===== config.mk =====
export PLATFORM = sky130hd
export DESIGN_NAME = amv_map
export DESIGN_NICKNAME = d
export VERILOG_FILES = /design/src/logic/amv_pkg.sv /design/src/logic/amv_map.sv
export SDC_FILE = /design/constraint.sdc
export NUM_CORES = 1
export LEC_CHECK = 0
export BUFFER_PORTS_ARGS = -buffer_cell sky130_fd_sc_hd__buf_4
export CELL_PAD_IN_SITES_DETAIL_PLACEMENT = 0
export CELL_PAD_IN_SITES_GLOBAL_PLACEMENT = 1
export CORE_ASPECT_RATIO = 1.25
export CORE_MARGIN = 4
export CORE_UTILIZATION = 31
export CTS_CLUSTER_SIZE = 20
export DETAILED_ROUTE_END_ITERATION = 10
export HOLD_SLACK_MARGIN = 0.05
export PLACE_DENSITY = 0.76
export RECOVER_POWER = 25
export SLEW_MARGIN = 20
export SYNTH_ARGS = -nofsm -noshare
export SYNTH_HDL_FRONTEND = slang
export SYNTH_SLANG_ARGS = --single-unit

===== constraint.sdc =====
create_clock -name core_clk -period 3.6 [get_ports core_clk]
set_input_delay 0.9 -clock core_clk [delete_from_list [all_inputs] [get_ports core_clk]]
set_output_delay 0.9 -clock core_clk [all_outputs]
set_load 0.01 [all_outputs]

===== src/logic/amv_pkg.sv =====
// Constants, encodings and state types for the vector state and binding
// index mapper. Assumes a single clock domain and no register bus.
// How it works
// - Quad split, no subdivision, no bi: B2, class 8, four vectors.
// - Quad split, no subdivision, some bi: B2, class 8, 5-8 vectors.
// - Quad split, subdivided, no bi: P3, class 16, 5-16 vectors.
// - Quad split, subdivided, some bi: B3, class 32, 6-32 vectors.
// - Every inter macroblock yields four forward and four backward indices.
// - Below 8x8, the quadrant index comes from the first present sub-block, upper right first.
// - A partition above 8x8 copies its index into every covered quadrant.
// - A missing direction takes copies of the present direction's index.
// - Kinds 1,2 copy one index everywhere; kind 3 splits L0 fwd, L1 bwd.
// - 16x8 first part covers 0,1; 8x16 covers 0,2; second takes the rest.
// - Bi second 16x8 part: L0 to forward 2,3, L1 to backward 2,3.
// - Bi first 16x8 part: L0 to forward 0,1, L1 to backward 0,1.
// - Class 8 quad split takes indices straight from vector references.
// - Class 16 scans four vectors: first forward and first backward found.
// - Class 16 with no backward vector uses the forward index as default.
// - Class 32 searches both directions and copies whichever exists.
// - States B0,B1,B2,P3,B3 mean classes 0,2,8,16,32.
package amv_pkg;

    typedef enum logic [2:0] {
        AMV_B0 = 3'b000,
        AMV_B1 = 3'b001,
        AMV_B2 = 3'b010,
        AMV_P3 = 3'b011,
        AMV_B3 = 3'b100
    } amv_state_t;

    localparam logic [5:0] CLASS_B0 = 6'h00;
    localparam logic [5:0] CLASS_B1 = 6'h02;
    localparam logic [5:0] CLASS_B2 = 6'h08;
    localparam logic [5:0] CLASS_P3 = 6'h10;
    localparam logic [5:0] CLASS_B3 = 6'h20;

    localparam logic [5:0] KIND_L0_16X16   = 6'h01;
    localparam logic [5:0] KIND_L1_16X16   = 6'h02;
    localparam logic [5:0] KIND_BI_16X16   = 6'h03;
    localparam logic [5:0] KIND_TWO_FIRST  = 6'h04;
    localparam logic [5:0] KIND_TWO_LAST   = 6'h15;
    localparam logic [5:0] KIND_QUAD_SPLIT = 6'h16;

    localparam logic [1:0] DIR_L0 = 2'h0;
    localparam logic [1:0] DIR_L1 = 2'h1;
    localparam logic [1:0] DIR_BI = 2'h2;

    localparam logic [1:0] SHAPE_8X8  = 2'h0;
    localparam logic [1:0] SHAPE_8X4  = 2'h1;
    localparam logic [1:0] SHAPE_4X8  = 2'h2;

    // Upper right 4x4 of a quadrant, raster order within the quadrant.
    localparam logic [1:0] SUB_UPPER_RIGHT = 2'h1;

endpackage : amv_pkg

===== src/logic/amv_map.sv =====
// Per-macroblock mapper: combined vector state, vector count class,
// extracted vector count and the eight inline binding table indices.
// Assumes inputs come from logic on core_clk and are valid with mb_valid.
module amv_map
    import amv_pkg::*;
#(
    parameter int IDX_W = 8
) (
    input  wire logic                  core_clk,
    input  wire logic                  nrst,
    input  wire logic                  mb_valid,
    input  wire logic [5:0]            macroblock_partition_kind,
    input  wire logic [3:0][1:0]       sub_block_shape,
    input  wire logic [3:0][1:0]       sub_block_prediction_dir,
    input  wire logic [15:0][IDX_W-1:0] ref_l0,
    input  wire logic [15:0][IDX_W-1:0] ref_l1,
    input  wire logic [15:0]           sub_l0_present,
    input  wire logic [15:0]           sub_l1_present,
    output amv_state_t                 combined_vector_state_ff,
    output logic [5:0]                 vector_count_class_ff,
    output logic [5:0]                 extracted_count_ff,
    output logic [3:0][IDX_W-1:0]      fwd_index_ff,
    output logic [3:0][IDX_W-1:0]      bwd_index_ff,
    output logic                       result_valid_ff,
    output logic                       reserved_kind_ff
);

    amv_state_t              nxt_state;
    logic [5:0]              nxt_class;
    logic [5:0]              nxt_count;
    logic [3:0][IDX_W-1:0]   nxt_fwd;
    logic [3:0][IDX_W-1:0]   nxt_bwd;
    logic                    nxt_reserved;

    logic                    any_subdiv;
    logic                    any_bi;
    logic [3:0][IDX_W-1:0]   scan_fwd;
    logic [3:0][IDX_W-1:0]   scan_bwd;
    logic [3:0][IDX_W-1:0]   flat_fwd;
    logic [3:0][IDX_W-1:0]   flat_bwd;
    logic [3:0][3:0]         quad_parts;
    logic [3:0][3:0]         quad_vecs;

    // Per-quadrant searches; sub-block 0 of each quadrant carries the
    // reference for 8x8 and larger partitions.
    genvar q;
    generate
        for (q = 0; q < 4; q++) begin : g_quad
            logic             has_f;
            logic             has_b;
            logic [IDX_W-1:0] f_idx;
            logic [IDX_W-1:0] b_idx;
            logic [1:0]       dir;
            logic [1:0]       sub;
            logic [3:0]       pos;

            assign dir = sub_block_prediction_dir[q];

            // Scan starts at the upper right so it wins when all agree.
            always_comb begin
                has_f = 1'b0;
                has_b = 1'b0;
                f_idx = '0;
                b_idx = '0;
                sub   = '0;
                pos   = '0;
                for (int k = 0; k < 4; k++) begin
                    sub = SUB_UPPER_RIGHT ^ k[1:0];
                    pos = {q[1:0], sub};
                    if (!has_f && sub_l0_present[pos]) begin
                        has_f = 1'b1;
                        f_idx = ref_l0[pos];
                    end
                    if (!has_b && sub_l1_present[pos]) begin
                        has_b = 1'b1;
                        b_idx = ref_l1[pos];
                    end
                end
                // A missing direction copies the one that exists.
                scan_fwd[q] = has_f ? f_idx : b_idx;
                scan_bwd[q] = has_b ? b_idx : f_idx;
            end

            // One vector pair per quadrant, direction from the mode.
            always_comb begin
                flat_fwd[q] = (dir == DIR_L1) ? ref_l1[{q[1:0], 2'h0}]
                                              : ref_l0[{q[1:0], 2'h0}];
                flat_bwd[q] = (dir == DIR_L0) ? ref_l0[{q[1:0], 2'h0}]
                                              : ref_l1[{q[1:0], 2'h0}];
            end

            always_comb begin
                case (sub_block_shape[q])
                    SHAPE_8X8: quad_parts[q] = 4'h1;
                    SHAPE_8X4: quad_parts[q] = 4'h2;
                    SHAPE_4X8: quad_parts[q] = 4'h2;
                    default:   quad_parts[q] = 4'h4;
                endcase
                quad_vecs[q] = (dir == DIR_BI) ? {quad_parts[q][2:0], 1'b0}
                                               : quad_parts[q];
            end
        end
    endgenerate

    always_comb begin
        any_subdiv = 1'b0;
        any_bi     = 1'b0;
        for (int i = 0; i < 4; i++) begin
            if (sub_block_shape[i] != SHAPE_8X8) begin
                any_subdiv = 1'b1;
            end
            if (sub_block_prediction_dir[i] == DIR_BI) begin
                any_bi = 1'b1;
            end
        end
    end

    // Two-partition helpers: odd kinds are the left/right (8x16) split.
    logic             split_vert;
    logic [1:0]       first_dir;
    logic [1:0]       second_dir;
    logic [1:0]       second_q;
    logic [IDX_W-1:0] p1_fwd;
    logic [IDX_W-1:0] p1_bwd;
    logic [IDX_W-1:0] p2_fwd;
    logic [IDX_W-1:0] p2_bwd;

    always_comb begin
        split_vert = macroblock_partition_kind[0];
        second_q   = split_vert ? 2'h1 : 2'h2;
        first_dir  = sub_block_prediction_dir[0];
        second_dir = sub_block_prediction_dir[second_q];
        p1_fwd = (first_dir == DIR_L1) ? ref_l1[0] : ref_l0[0];
        p1_bwd = (first_dir == DIR_L0) ? ref_l0[0] : ref_l1[0];
        p2_fwd = (second_dir == DIR_L1) ? ref_l1[{second_q, 2'h0}]
                                        : ref_l0[{second_q, 2'h0}];
        p2_bwd = (second_dir == DIR_L0) ? ref_l0[{second_q, 2'h0}]
                                        : ref_l1[{second_q, 2'h0}];
    end

    logic [5:0] quad_sum;

    always_comb begin
        quad_sum = 6'(quad_vecs[0]) + 6'(quad_vecs[1])
                 + 6'(quad_vecs[2]) + 6'(quad_vecs[3]);
    end

    always_comb begin
        nxt_state    = AMV_B0;
        nxt_class    = CLASS_B0;
        nxt_count    = 6'h00;
        nxt_fwd      = '0;
        nxt_bwd      = '0;
        nxt_reserved = 1'b0;
        if (macroblock_partition_kind >= KIND_L0_16X16 &&
            macroblock_partition_kind <= KIND_BI_16X16) begin
            nxt_state = AMV_B1;
            nxt_class = CLASS_B1;
            case (macroblock_partition_kind)
                KIND_L0_16X16: begin
                    nxt_count = 6'h01;
                    nxt_fwd   = {4{ref_l0[0]}};
                    nxt_bwd   = {4{ref_l0[0]}};
                end
                KIND_L1_16X16: begin
                    nxt_count = 6'h01;
                    nxt_fwd   = {4{ref_l1[0]}};
                    nxt_bwd   = {4{ref_l1[0]}};
                end
                default: begin
                    nxt_count = 6'h02;
                    nxt_fwd   = {4{ref_l0[0]}};
                    nxt_bwd   = {4{ref_l1[0]}};
                end
            endcase
        end else if (macroblock_partition_kind >= KIND_TWO_FIRST &&
                     macroblock_partition_kind <= KIND_TWO_LAST) begin
            nxt_state = AMV_B2;
            nxt_class = CLASS_B2;
            nxt_count = ((first_dir == DIR_BI) ? 6'h02 : 6'h01)
                      + ((second_dir == DIR_BI) ? 6'h02 : 6'h01);
            // Each partition is copied to both quadrants it covers.
            if (split_vert) begin
                nxt_fwd = {p2_fwd, p1_fwd, p2_fwd, p1_fwd};
                nxt_bwd = {p2_bwd, p1_bwd, p2_bwd, p1_bwd};
            end else begin
                nxt_fwd = {p2_fwd, p2_fwd, p1_fwd, p1_fwd};
                nxt_bwd = {p2_bwd, p2_bwd, p1_bwd, p1_bwd};
            end
        end else if (macroblock_partition_kind == KIND_QUAD_SPLIT) begin
            nxt_count = quad_sum;
            if (!any_subdiv) begin
                nxt_state = AMV_B2;
                nxt_class = CLASS_B2;
                nxt_fwd   = flat_fwd;
                nxt_bwd   = flat_bwd;
            end else begin
                nxt_state = any_bi ? AMV_B3 : AMV_P3;
                nxt_class = any_bi ? CLASS_B3 : CLASS_P3;
                nxt_fwd   = scan_fwd;
                nxt_bwd   = scan_bwd;
            end
        end else begin
            // Kind 0 and kinds above the quad split carry no vectors.
            nxt_reserved = 1'b1;
        end
    end

    // Outputs other than result_valid_ff hold the last accepted macroblock until the next one.
    always_ff @(posedge core_clk) begin
        if (!nrst) begin
            combined_vector_state_ff <= AMV_B0;
            vector_count_class_ff    <= CLASS_B0;
            extracted_count_ff       <= 6'h00;
            reserved_kind_ff         <= 1'b0;
        end else if (mb_valid) begin
            combined_vector_state_ff <= nxt_state;
            vector_count_class_ff    <= nxt_class;
            extracted_count_ff       <= nxt_count;
            reserved_kind_ff         <= nxt_reserved;
        end
    end

    always_ff @(posedge core_clk) begin
        if (!nrst) begin
            fwd_index_ff <= '0;
            bwd_index_ff <= '0;
        end else if (mb_valid) begin
            fwd_index_ff <= nxt_fwd;
            bwd_index_ff <= nxt_bwd;
        end
    end

    always_ff @(posedge core_clk) begin
        if (!nrst) begin
            result_valid_ff <= 1'b0;
        end else begin
            result_valid_ff <= mb_valid;
        end
    end

    // Checks on the registered result against the accepted inputs. A
    // macroblock is only taken while nrst is high, so each mb_valid trigger asks for
    // it too; otherwise the edge that releases reset would look like a take.
    state_class_a: assert property (@(posedge core_clk)
        disable iff (!nrst)
        result_valid_ff |->
        (combined_vector_state_ff == AMV_B0 && vector_count_class_ff == 6'h00)
     || (combined_vector_state_ff == AMV_B1 && vector_count_class_ff == 6'h02)
     || (combined_vector_state_ff == AMV_B2 && vector_count_class_ff == 6'h08)
     || (combined_vector_state_ff == AMV_P3 && vector_count_class_ff == 6'h10)
     || (combined_vector_state_ff == AMV_B3 && vector_count_class_ff == 6'h20))
        else $error("state and count class disagree");

    valid_pulse_a: assert property (@(posedge core_clk)
        disable iff (!nrst)
        nrst && mb_valid |=> result_valid_ff)
        else $error("result valid did not follow input");

    single_kind_a: assert property (@(posedge core_clk)
        disable iff (!nrst)
        nrst && mb_valid && macroblock_partition_kind == 6'h01 |=>
        combined_vector_state_ff == AMV_B1
        && fwd_index_ff == {4{$past(ref_l0[0])}}
        && bwd_index_ff == {4{$past(ref_l0[0])}})
        else $error("L0 16x16 indices not replicated");

    bi_single_a: assert property (@(posedge core_clk)
        disable iff (!nrst)
        nrst && mb_valid && macroblock_partition_kind == 6'h03 |=>
        fwd_index_ff == {4{$past(ref_l0[0])}}
        && bwd_index_ff == {4{$past(ref_l1[0])}})
        else $error("bi 16x16 indices wrong");

    // The split direction is that of the taken macroblock, not the next one.
    two_part_a: assert property (@(posedge core_clk)
        disable iff (!nrst)
        nrst && mb_valid && macroblock_partition_kind >= 6'h04
        && macroblock_partition_kind <= 6'h15 |=>
        combined_vector_state_ff == AMV_B2
        && vector_count_class_ff == 6'h08
        && fwd_index_ff[0]
           == fwd_index_ff[$past(macroblock_partition_kind[0]) ? 2 : 1]
        && bwd_index_ff[0]
           == bwd_index_ff[$past(macroblock_partition_kind[0]) ? 2 : 1]
        && fwd_index_ff[3]
           == fwd_index_ff[$past(macroblock_partition_kind[0]) ? 1 : 2]
        && bwd_index_ff[3]
           == bwd_index_ff[$past(macroblock_partition_kind[0]) ? 1 : 2])
        else $error("two-partition copy wrong");

    quad_flat_a: assert property (@(posedge core_clk)
        disable iff (!nrst)
        nrst && mb_valid && macroblock_partition_kind == 6'h16
        && sub_block_shape == '0 && !any_bi |=>
        combined_vector_state_ff == AMV_B2 && extracted_count_ff == 6'h04)
        else $error("flat quad split without bi wrong");

    quad_flat_bi_a: assert property (@(posedge core_clk)
        disable iff (!nrst)
        nrst && mb_valid && macroblock_partition_kind == 6'h16
        && !any_subdiv && any_bi |=>
        combined_vector_state_ff == AMV_B2
        && vector_count_class_ff == 6'h08
        && extracted_count_ff >= 6'h05 && extracted_count_ff <= 6'h08)
        else $error("flat quad split with bi wrong");

    quad_p3_a: assert property (@(posedge core_clk)
        disable iff (!nrst)
        nrst && mb_valid && macroblock_partition_kind == 6'h16
        && any_subdiv && !any_bi |=>
        combined_vector_state_ff == AMV_P3
        && extracted_count_ff >= 6'h05 && extracted_count_ff <= 6'h10)
        else $error("subdivided quad split state wrong");

    quad_b3_a: assert property (@(posedge core_clk)
        disable iff (!nrst)
        nrst && mb_valid && macroblock_partition_kind == 6'h16
        && any_subdiv && any_bi |=>
        combined_vector_state_ff == AMV_B3
        && extracted_count_ff >= 6'h06 && extracted_count_ff <= 6'h20)
        else $error("subdivided bi quad split state wrong");

    hold_result_a: assert property (@(posedge core_clk)
        disable iff (!nrst)
        !mb_valid |=> $stable(fwd_index_ff) && $stable(bwd_index_ff))
        else $error("indices changed without a macroblock");

endmodule : amv_map


# Word-level counts from Yosys, hierarchy flattened
# Cells that the tools add are included.
dict set report totals {
  regBits 81
  output_inout_bits 81
}
dict set report classes {
  n_addsub 4
  order_cmp 6
  eq_ne 21
  n_mux 136
  n_reduce_logical 68
}
# cell n
set ops {}
lappend ops {{8-bit two-way mux} 52}
lappend ops {{32-bit two-way mux} 10}
lappend ops {{24-bit two-way mux} 2}
lappend ops {{6-bit two-way mux} 8}
lappend ops {{1-bit two-way mux} 43}
lappend ops {{8-bit binary-select mux with 2-bit select} 2}
lappend ops {{1-bit logical AND} 26}
lappend ops {{1-bit zero test} 24}
lappend ops {{3-bit one-hot mux with 2 select lines} 4}
lappend ops {{2-bit by 1-bit equality test with 1-bit output (second input constant)} 9}
lappend ops {{2-bit equality test (second input constant)} 9}
lappend ops {{2-bit zero test} 9}
lappend ops {{4-bit two-way mux} 4}
lappend ops {{3-bit two-way mux} 5}
lappend ops {{2-bit two-way mux} 5}
lappend ops {{2-bit OR reduction} 5}
lappend ops {{2-bit nonzero test} 4}
lappend ops {{5-bit by 4-bit adder with 6-bit output} 1}
lappend ops {{6-bit by 4-bit adder with 6-bit output} 1}
lappend ops {{6-bit by 1-bit equality test with 1-bit output (second input constant)} 1}
lappend ops {{6-bit by 2-bit equality test with 1-bit output (second input constant)} 1}
lappend ops {{6-bit by 5-bit equality test with 1-bit output (second input constant)} 1}
lappend ops {{6-bit by 1-bit greater-or-equal comparator with 1-bit output (second input constant)} 1}
lappend ops {{6-bit by 3-bit greater-or-equal comparator with 1-bit output (second input constant)} 1}
lappend ops {{7 further kinds} 7}

# Depth between registers and ports, before layout
# Gate-level depths: netlist (run 1).
dict set report logic_depth {
  word_depth 15
  ltp_mapped 15
}

# Worst setup path after synthesis (run 1)
# OpenSTA, ideal clock, no wires.
dict set report synth_path {
  kind {input port to flip-flop}
  startpoint {input port sub_block_prediction_dir[2] in the netlist's numbering}
  endpoint {register extracted_count_ff[5]}
  setup_ns 0.071
  arrival_ns 3.782
  setup_slack_ns -0.253
  stages 14
  path_buffers 1
  cell_sequence {clkbuf_1 nand2b_1 mux2_2 fa_1 inv_1 fa_1 inv_1 ha_1 inv_1 fa_1 nor2b_1 o21a_1 o211ai_1 a21oi_1}
}
dict set report synth_between {
  elab_chain_cells 8
}
# item line
set synth_lines {}
lappend synth_lines {{start: declaration} amv_map.sv:14} ;# input wire logic [3:0][1:0] sub_block_prediction_dir,
lappend synth_lines {{2-bit equality test} amv_map.sv:99} ;# quad_vecs[q] = (dir == DIR_BI) ? {quad_parts[q][2:0], 1'b0}
lappend synth_lines {{4-bit two-way mux} amv_map.sv:99}
lappend synth_lines {{4-bit by 4-bit adder with 5-bit output} amv_map.sv:144} ;# quad_sum = 6'(quad_vecs[0]) + 6'(quad_vecs[1])
lappend synth_lines {{5-bit by 4-bit adder with 6-bit output} amv_map.sv:145} ;# + 6'(quad_vecs[2]) + 6'(quad_vecs[3]);
lappend synth_lines {{6-bit by 4-bit adder with 6-bit output} amv_map.sv:145}
lappend synth_lines {{6-bit two-way mux} amv_map.sv:190} ;# end else if (macroblock_partition_kind == KIND_QUAD_SPLIT) begin
lappend synth_lines {{6-bit two-way mux} amv_map.sv:176} ;# end else if (macroblock_partition_kind >= KIND_TWO_FIRST &&
lappend synth_lines {{6-bit two-way mux} amv_map.sv:155} ;# if (macroblock_partition_kind >= KIND_L0_16X16 &&
lappend synth_lines {{end signal: assignment} amv_map.sv:219} ;# extracted_count_ff <= nxt_count;
lappend synth_lines {{end: declaration} amv_map.sv:21} ;# output logic [5:0] extracted_count_ff,
# Every way passes these cells.
# A chain may end at the register's enable or synchronous reset.

# Final worst setup path (run 1)
dict set report layout_path {
  startpoint {input port sub_block_prediction_dir[4] in the netlist's numbering}
  endpoint {register extracted_count_ff[4]}
}
dict set report layout_between {
  elab_chain_cells 7
}
# item line
set layout_lines {}
lappend layout_lines {{2-bit equality test} amv_map.sv:99}
lappend layout_lines {{4-bit two-way mux} amv_map.sv:99}
lappend layout_lines {{5-bit by 4-bit adder with 6-bit output} amv_map.sv:145}
lappend layout_lines {{6-bit by 4-bit adder with 6-bit output} amv_map.sv:145}
lappend layout_lines {{6-bit two-way mux} amv_map.sv:190}
lappend layout_lines {{6-bit two-way mux} amv_map.sv:176}
lappend layout_lines {{6-bit two-way mux} amv_map.sv:155}
# Every way passes these cells.

==> impl_metrics.ini, run 1 <==
[power]
pwr-share-clk = 0.324
peakVddDrop_mv = 0.159
p_switching_mw = 1.12
pwr-share-seq = 0.286
combPwrFrac = 0.389
internal-power_mw = 2.11
p_per_area_mw_per_mm2 = 261
p_leak_nw = 5.13
swShare = 0.346
p_total_mw = 3.23

[yosys]
synth.distinct_cells = 77
synth_area_per_cell_um2 = 7.44
synth_top_area_share = 0.176
synth_warnings = 0
netlist_top_cells_count = nand2_1, clkbuf_1, a21oi_1
yosys.area.top_type = dfxtp_1
yosysSeqAreaShare = 0.176
synth_area_mm2 = 0.00885
synth-seq-cells = 78
synth_edf_count = 0
synth.most_common_cell = nand2_1
syn_inst = 1190
synth_ff_type = dfxtp_1
synthTopCellsByArea = dfxtp_1, nand2_1, mux2i_1
synthArstFlopShare = 0

[detailed_routing]
viasPerCell = 6.05
remaining_drc_errors = 0
antenna_left = 0
wl_per_cell_um = 24.3
routed_wl_mm = 45.7
num_vias = 11400
first_iter_violations = 1143
dr.pass1.iters = 5

[floorplan]
core_area_mm2 = 0.0279
rows = 68
initial_utilization = 0.317
num_io_pins = 394
die_h_um = 197
die_area_mm2 = 0.0313
die_x_um = 159

[global_route]
grt_pass1_vias = 11000
grt_max_degree = 49
grt_pass1_wl_mm = 66.8
grt_overflow = 0
grt_util_all_layers = 0.273
grt_antenna_before_repair = 1

[sta]
period_minus_slack_ns = 3.49
hold_slack_ns = 0.464
finClkSkew_ns = 0
tns_ns = 0
rsz0062_at_grt = false
finalHoldViolations = 0
fmaxAchievable_ghz = 0.286
tightest_slew_ns = 1.15
drv_slew = 0
setup_slack_ns = 0.109
period_share = 0.970
setup_viol_count_final = 0
slew_headroom = 0.235

[critical_path]
crit_type = in -> reg
cp-end-kind = register
critPathSlowestCell = fa_1
r2r-start = fwd_index_ff[27]$_SDFFE_PN0P_
path_cells = buf_4 > nand2b_1 > buf_12 > mux2_2 > fa_1 > inv_1 > fa_1 > inv_1 > ha_1 > a21o_1 > a21oi_2 > xnor2_1 > nand3_1 > a21oi_1
r2r.worst_path.cells = 3
cp_slowest_stage_delay_ns = 0.53
r2r-end = fwd_index_ff[27]$_SDFFE_PN0P_
critPathMaxFanout = 4
worst_ep_arrival_time_ns = 3.76
rrSetupSlack_ns = 2.41
worst-endpoint-required_ns = 3.87
startpoint_type = input pin

[clock_tree]
cts_sinks = 78
cts_buffers = 9
cts_setup_buffers = 0
ctsHtreeMaxLevel = 3
cts_root_buf = clkbuf_16
tritoncts = yes
cts.path.max_buffers = 2
path_clk_slew_ns = 0.06
clkLatencyLatePin_ns = 0.35
holdBufCountCts = 0

[cells_and_area]
diodes = 0
fin_util = 0.444
fin_cells = 1880
syn_to_final_growth_pct = 39.9
num-fill-cells = 2939
stdcell_area_mm2 = 0.0124
nets = 1862
drive_gt1_frac = 0.316

[status]
status = finished, final reports clean

[hold_path]
hold_start = reserved_kind_ff$_SDFFE_PN0P_
min_path_type = reg -> reg
hold_end = reserved_kind_ff$_SDFFE_PN0P_
hold_path_depth = 2

[placement]
placed_cell_area_mm2 = 0.0122
place.gp.congestion = 0.939
dp.cells = 1864
port_buffers = 391
place_ws_ns = -0.261
hpwl_mm = 37.4

[flow_run]
max_cap_violations = 0
cell usage in the layout, fill, tap and decap left out, types with 7 or more instances in the layout:
| cell type | netlist | routed |
|---|---|---|
| mux2i_1 | 48 | 48 |
| dfxtp_1 | 78 | 78 |
| nand2_1 | 146 | 146 |
| nand4_1 | 21 | 21 |
| buf_4 | 4 | 392 |
| a31oi_1 | 32 | 32 |
| o22ai_1 | 19 | 19 |
| a221oi_1 | 27 | 27 |
| nand2b_1 | 29 | 27 |
| nor4b_2 | 7 | 8 |
| nand3_1 | 38 | 38 |
| ha_1 | 16 | 15 |
| a32o_1 | 24 | 24 |
| nor2_1 | 30 | 29 |
| o21ai_0 | 39 | 39 |
| o21a_1 | 14 | 14 |
| a22oi_1 | 24 | 24 |
| inv_1 | 49 | 48 |
| a21oi_1 | 87 | 86 |
| a221o_1 | 19 | 19 |
| nor4b_1 | 14 | 13 |
| o211ai_1 | 38 | 38 |
| o221ai_1 | 7 | 7 |
| clkbuf_16 | 0 | 9 |
| fa_1 | 8 | 7 |
| or2_2 | 7 | 7 |
| mux2_2 | 29 | 27 |
| nor2b_1 | 40 | 40 |
| nand3b_1 | 34 | 34 |
| o31ai_1 | 9 | 9 |
| clkbuf_1 | 92 | 38 |
| o2111ai_1 | 8 | 8 |
| a211oi_1 | 9 | 9 |
| a311o_1 | 10 | 10 |
state kept, by name, indices dropped and copies added, names as in the netlist:
name	count
combined_vector_state_ff	2
vector_count_class_ff	4
extracted_count_ff	6
result_valid_ff	1
reserved_kind_ff	1
fwd_index_ff	32
bwd_index_ff	32
power groups by stage:
stage	Combinational, mW	Sequential, mW	Clock, mW
after floorplan	0.626	0.953	0
after global placement	1.25	0.945	0
after detailed placement	1.26	0.945	0
after CTS	1.27	0.926	1.05
after global routing	1.36	0.929	1.09
final	1.26	0.926	1.05
routing by layer:
layer	part of all wire	track usage
met5	0.00028	0
met2	0.50	0.493
met1	0.38	0.317
met3	0.081	0.0632
met4	0.036	0.0961
cells by family after synthesis:
kind of cell    synth area share
other cells             0.000424
compound gates             0.356
mux                       0.0912
fa+ha+maj                 0.0407
simple gates               0.261
buf+inv                   0.0722
xor+xnor                 0.00198
flops                      0.176
critical path, delay by kind of cell:
family,cells,cell delay [ns]
adders and majority gates,3,1.31
AOI/OAI and AO/OA,3,0.49
and+or+nand+nor,2,0.28
muxes,1,0.28
xor gates and xnor gates,1,0.12
buffers and inverters,4,0.37
final cells by class:
class | count | area [um^2] | area share
well taps | 350 | 438 | 0.0354
clock buffers | 9 | 225 | 0.0182
multi-input cells | 951 | 6700 | 0.541
repair buffers | 435 | 3170 | 0.256
inverters | 50 | 188 | 0.0152
flip-flops and latches | 78 | 1560 | 0.126
clock inverters | 7 | 103 | 0.00829
what timing repair did:
| action | CTS | global route |
|---|---|---|
| gates resized for setup | 0 | 1 |
| hold endpoints to repair | 0 | 0 |
| endpoints found under the setup margin | 0 | 3 |
worst max path at each step:
stage / startpoint / to / slack (ns) / cells past startpoint
after floorplan: sub_block_prediction_dir[2] / extracted_count_ff[2]$_SDFFE_PN0P_ / 0.006 / 13
final: sub_block_prediction_dir[4] / extracted_count_ff[4]$_SDFFE_PN0P_ / 0.11 / 14
after detailed placement: sub_block_prediction_dir[4] / extracted_count_ff[4]$_SDFFE_PN0P_ / -0.26 / 14
after global routing: sub_block_prediction_dir[4] / extracted_count_ff[2]$_SDFFE_PN0P_ / 0.005 / 14
after global placement: sub_block_prediction_dir[4] / extracted_count_ff[5]$_SDFFE_PN0P_ / -0.20 / 15
after CTS: sub_block_prediction_dir[4] / extracted_count_ff[4]$_SDFFE_PN0P_ / 0.09 / 14
(Power assumes the default switching activity.)
==> inputs of run 2 (changes only) <==
--- a/config.mk
+++ b/config.mk
@@ -5,7 +5,7 @@
 export SDC_FILE = /design/constraint.sdc
 export NUM_CORES = 1
 export LEC_CHECK = 0
-export BUFFER_PORTS_ARGS = -buffer_cell sky130_fd_sc_hd__buf_4
+export BUFFER_PORTS_ARGS = -buffer_cell sky130_fd_sc_hd__buf_2
 export CELL_PAD_IN_SITES_DETAIL_PLACEMENT = 0
 export CELL_PAD_IN_SITES_GLOBAL_PLACEMENT = 1
 export CORE_ASPECT_RATIO = 1.25
==> run 2 against run 1 <==
Against the previous run:
- the run now ends with capacitance limit, slew limit left
- wire length shrank 1.4%
- count of clock-buffer cells in the layout grew 1
- global-route usage shrank 0.42 points
- critical endpoint unchanged
==> impl_metrics.ini, run 2 (synthesis results as in run 1) <==
[critical_path]
startpoint_type = input pin
critPathMaxFanout = 2
r2r.worst_path.cells = 3
worst-endpoint-required_ns = 3.88
r2r-end = fwd_index_ff[27]$_SDFFE_PN0P_
crit_type = in -> reg
rrSetupSlack_ns = 2.41
cp-end-kind = register
r2r-start = fwd_index_ff[27]$_SDFFE_PN0P_
worst_ep_arrival_time_ns = 3.70

[detailed_routing]
wl_per_cell_um = 23.9
dr.pass1.iters = 6
num_vias = 11200
viasPerCell = 5.94
remaining_drc_errors = 0
antenna_left = 0
routed_wl_mm = 45.1
first_iter_violations = 990

[sta]
period_share = 0.951
period_minus_slack_ns = 3.42
finClkSkew_ns = 0
fmaxAchievable_ghz = 0.292
slew_headroom = -0.500
drv_slew = 49
tightest_slew_ns = 2.25
setup_viol_count_final = 0
finalHoldViolations = 0
rsz0062_at_grt = false

[clock_tree]
tritoncts = yes
cts.path.max_buffers = 2
ctsHtreeMaxLevel = 3
clkLatencyLatePin_ns = 0.35
cts_root_buf = clkbuf_16
cts_sinks = 78
path_clk_slew_ns = 0.06
cts_buffers = 9

[floorplan]
die_h_um = 197
initial_utilization = 0.317
core_area_mm2 = 0.0279
rows = 68
die_area_mm2 = 0.0313
die_x_um = 159
num_io_pins = 394

[cells_and_area]
drive_gt1_frac = 0.318
nets = 1866
fin_util = 0.412
final_common_cell = buf_2
fin_cells = 1886
final_cell_mix = buf_2, nand2_1, a21oi_1
reg_top3 = bwd_index_ff: 32 flops, fwd_index_ff: 32 flops, extracted_count_ff: 6 flops
syn_to_final_growth_pct = 29.9

[hold_path]
hold_end = reserved_kind_ff$_SDFFE_PN0P_
hold_start = reserved_kind_ff$_SDFFE_PN0P_
min_path_type = reg -> reg
hold_path_depth = 2

[power]
p_per_area_mw_per_mm2 = 265
peakVddDrop_mv = 0.196
p_leak_nw = 4.87

[flow_run]
max_cap_violations = 1

[status]
violations = capacitance limit, slew limit
status = finished with violations

[global_route]
grt_pass1_wl_mm = 65.7
grt_overflow = 0
grt_antenna_before_repair = 2
grt_util_all_layers = 0.269
grt_max_degree = 49
grt_pass1_vias = 10800

[placement]
hpwl_mm = 37.0
port_buffers = 391
place.gp.congestion = 0.899
dp.cells = 1868
[run 2: worst max path at each step]
stage / slack (ns) / depth (start not counted) / endpoint / from
after global routing: 0.0004 / 15 / extracted_count_ff[5]$_SDFFE_PN0P_ / sub_block_shape[5]
after detailed placement: -0.25 / 16 / extracted_count_ff[5]$_SDFFE_PN0P_ / sub_block_prediction_dir[0]
after global placement: -0.21 / 16 / extracted_count_ff[5]$_SDFFE_PN0P_ / sub_block_prediction_dir[0]
after floorplan: 0.006 / 13 / extracted_count_ff[2]$_SDFFE_PN0P_ / sub_block_prediction_dir[2]
after CTS: 0.11 / 16 / extracted_count_ff[5]$_SDFFE_PN0P_ / sub_block_prediction_dir[0]
final: 0.18 / 14 / extracted_count_ff[4]$_SDFFE_PN0P_ / sub_block_shape[5]
[run 2: what timing repair did]
item,CTS,global route
hold buffers,0,0
buffers inserted,0,0
endpoints found under the setup margin,0,3
resized for setup,0,2
[run 2: area by class of cell]
cell class	instances	area [um^2]
repair buffers	439	2290
diodes	2	5.00
well taps	350	438
clock inverters	6	68.8
fillers	2992	16400
clock buffers	10	239
multi-input cells	951	6700
inverters	50	188
flip-flops and latches	78	1560
[run 2: stage by stage]
| step | hold WS (ns) | cell area, um^2 | power, mW | setup TNS, ns | worst slack [ns] |
|---|---|---|---|---|---|
| global route | 0.497 | 11500 | 3.20 | 0 | 0.000387 |
| finish | 0.461 | 11500 | 3.05 | 0 | 0.177 |
| global placement | 0.454 | 11200 | 2.08 | -0.727 | -0.208 |
| detailed placement | 0.453 | 11200 | 2.09 | -0.848 | -0.249 |
| CTS | 0.463 | 11500 | 3.05 | 0 | 0.109 |
| floorplan | 0.486 | 8890 | 1.58 | 0 | 0.00623 |
[run 2: power breakdown]
| part | total, mW | internal, mW | switching (mW) | leakage (nW) |
|---|---|---|---|---|
| combinational | 1.15 | 0.490 | 0.665 | 4.09 |
| sequential | 0.923 | 0.900 | 0.0235 | 0.635 |
| clock | 0.974 | 0.561 | 0.413 | 0.149 |
[run 2: metal layers]
metal,GRT usage,vias to the layer above,part of all wire
li1,-,5258,-
met5,0,-,0.00024
met1,0.318,5309,0.39
met3,0.0542,75,0.078
met2,0.483,558,0.50
met4,0.0984,2,0.038
[run 2: worst max-delay path, cell delays in order]
cell     delay, ns
buf_2         0.09
inv_1         0.05
ha_1          0.30
mux2_2        0.29
fa_1          0.53
inv_1         0.05
fa_1          0.50
inv_1         0.05
ha_1          0.26
a21o_1        0.19
a21oi_2       0.15
xnor2_1       0.13
nand3_1       0.08
a21oi_1       0.14
==> inputs of run 3 (changes only) <==
--- a/config.mk
+++ b/config.mk
@@ -5,16 +5,17 @@
 export SDC_FILE = /design/constraint.sdc
 export NUM_CORES = 1
 export LEC_CHECK = 0
-export BUFFER_PORTS_ARGS = -buffer_cell sky130_fd_sc_hd__buf_2
 export CELL_PAD_IN_SITES_DETAIL_PLACEMENT = 0
 export CELL_PAD_IN_SITES_GLOBAL_PLACEMENT = 1
 export CORE_ASPECT_RATIO = 1.25
 export CORE_MARGIN = 4
-export CORE_UTILIZATION = 31
+export CORE_UTILIZATION = 41
+export CTS_BUF_LIST = sky130_fd_sc_hd__clkbuf_16
 export CTS_CLUSTER_SIZE = 20
 export DETAILED_ROUTE_END_ITERATION = 10
+export DONT_BUFFER_PORTS = 1
 export HOLD_SLACK_MARGIN = 0.05
-export PLACE_DENSITY = 0.76
+export PLACE_DENSITY = 0.74
 export RECOVER_POWER = 25
 export SLEW_MARGIN = 20
 export SYNTH_ARGS = -nofsm -noshare
==> run 3 against run 2 <==
Against the previous run:
- the flow now finishes without violations
- die area shrank 23%
- count of clock-buffer cells in the layout fell by 1
- sequential share of layout area is 3.2 points higher
- non-clock buffer count down 410
- cell count decreased by 26%
- worst setup slack improved by 0.033 ns
- critical endpoint unchanged
- largest cell class unchanged
==> impl_metrics.ini, run 3 (synthesis results as in run 1) <==
[placement]
place.gp.congestion = 0.930
port_buffers = 0
placed_cell_area_mm2 = 0.00902
dp.cells = 1382
place_ws_ns = -0.197
hpwl_mm = 32.2

[power]
peakVddDrop_mv = 0.182
p_total_mw = 2.58
p_per_area_mw_per_mm2 = 278
p_leak_nw = 3.26

[hold_path]
hold_start = reserved_kind_ff$_SDFFE_PN0P_
hold_end = reserved_kind_ff$_SDFFE_PN0P_
min_path_type = reg -> reg
hold_path_depth = 2

[sta]
setup_slack_ns = 0.210
setup_viol_count_final = 0
period_share = 0.942
finClkSkew_ns = 0
fmaxAchievable_ghz = 0.295
slew_headroom = 0.237
hold_slack_ns = 0.523
rsz0062_at_grt = false
tns_ns = 0
period_minus_slack_ns = 3.39
finalHoldViolations = 0
drv_slew = 0
tightest_slew_ns = 1.14

[detailed_routing]
wl_met1_mm = 14.9
routed_wl_mm = 40.0
wl_met2_mm = 19.5
remaining_drc_errors = 0
wl_per_cell_um = 28.6
routed-wl-met3_mm = 4.04
dr.pass1.iters = 5
viasPerCell = 6.93
num_vias = 9694
routed.top_layer = met4
first_iter_violations = 904
antenna_left = 0

[critical_path]
worst_ep_arrival_time_ns = 3.67
startpoint_type = input pin
critPathMaxFanout = 6
r2r.worst_path.cells = 3
r2r-end = fwd_index_ff[27]$_SDFFE_PN0P_
rrSetupSlack_ns = 2.32
worst-endpoint-required_ns = 3.88
r2r-start = fwd_index_ff[27]$_SDFFE_PN0P_
crit_type = in -> reg
cp-end-kind = register

[clock_tree]
ctsHtreeMaxLevel = 3
path_clk_slew_ns = 0.06
cts_root_buf = clkbuf_16
tritoncts = yes
cts_setup_buffers = 0
clkLatencyLatePin_ns = 0.35
cts.path.max_buffers = 2
cts_buffers = 9
cts_sinks = 78

[cells_and_area]
final_cell_mix = nand2_1, a21oi_1, dfxtp_1
final_common_cell = nand2_1
syn_to_final_growth_pct = 4.88
diodes = 0
reg_top3 = bwd_index_ff: 32 flops, fwd_index_ff: 32 flops, extracted_count_ff: 6 flops
fin_util = 0.441
nets = 1456
stdcell_area_mm2 = 0.00928
fin_cells = 1398
drive_gt1_frac = 0.0996

[floorplan]
die_h_um = 172
num_io_pins = 394
die_area_mm2 = 0.0240
die_x_um = 139
initial_utilization = 0.421
rows = 59
core_area_mm2 = 0.0210

[status]
status = finished, final reports clean

[global_route]
grt_max_degree = 91
grt_pass1_wl_mm = 57.9
grt_util_all_layers = 0.311
grt_antenna_before_repair = 0
grt_pass1_vias = 9209
grt_overflow = 0

[flow_run]
max_cap_violations = 0
run 3: changes by cell type in the layout (fill, tap and decap cells not counted), moves of 2 or more:
cell / previous run / this run
diode_2: 2 / 0
buf_2: 354 / 0
buf_4: 45 / 27
clkbuf_1: 38 / 1
inv_1: 48 / 50
run 3: power by group:
| part | switching, mW | total (mW) | internal [mW] |
|---|---|---|---|
| clock | 0.400 | 0.864 | 0.464 |
| combinational | 0.416 | 0.758 | 0.342 |
| sequential | 0.0585 | 0.959 | 0.900 |
| total | 0.875 | 2.58 | 1.71 |
run 3: how the worst max path moves through the flow:
stage	startpoint	endpoint	cells after the start
after global routing	sub_block_prediction_dir[4]	extracted_count_ff[4]$_SDFFE_PN0P_	12
final	sub_block_prediction_dir[4]	extracted_count_ff[4]$_SDFFE_PN0P_	12
after detailed placement	sub_block_prediction_dir[4]	extracted_count_ff[4]$_SDFFE_PN0P_	12
after global placement	sub_block_prediction_dir[4]	extracted_count_ff[4]$_SDFFE_PN0P_	12
after CTS	sub_block_prediction_dir[4]	extracted_count_ff[4]$_SDFFE_PN0P_	12
after floorplan	sub_block_prediction_dir[2]	extracted_count_ff[2]$_SDFFE_PN0P_	13
run 3: metal layers:
| layer | up-vias | GRT usage |
|---|---|---|
| met5 | - | 0 |
| met4 | 0 | 0.126 |
| met3 | 78 | 0.0888 |
| met2 | 484 | 0.533 |
| met1 | 4691 | 0.368 |
| li1 | 4441 | - |
run 3: critical path, stage by stage:
cell	delay [ns]
nand2b_1	0.26
mux2_2	0.40
fa_1	0.53
inv_1	0.05
fa_1	0.50
inv_1	0.05
ha_1	0.26
a21o_1	0.19
a21oi_2	0.15
xnor2_1	0.13
nand3_1	0.09
a21oi_1	0.15
run 3: final cells by class:
cell class	count	area, um^2
inverter	50	188
tap	274	343
clock inverter	7	42.5
clock buffer	9	225
multi-input combinational	951	6700
timing repair buffer	29	226
fill	2267	11800
sequential	78	1560
run 3: what timing repair did:
action | CTS | global route
hold buffers | 0 | 0
gates resized for setup | 0 | 1
endpoints found under the setup margin | 0 | 1
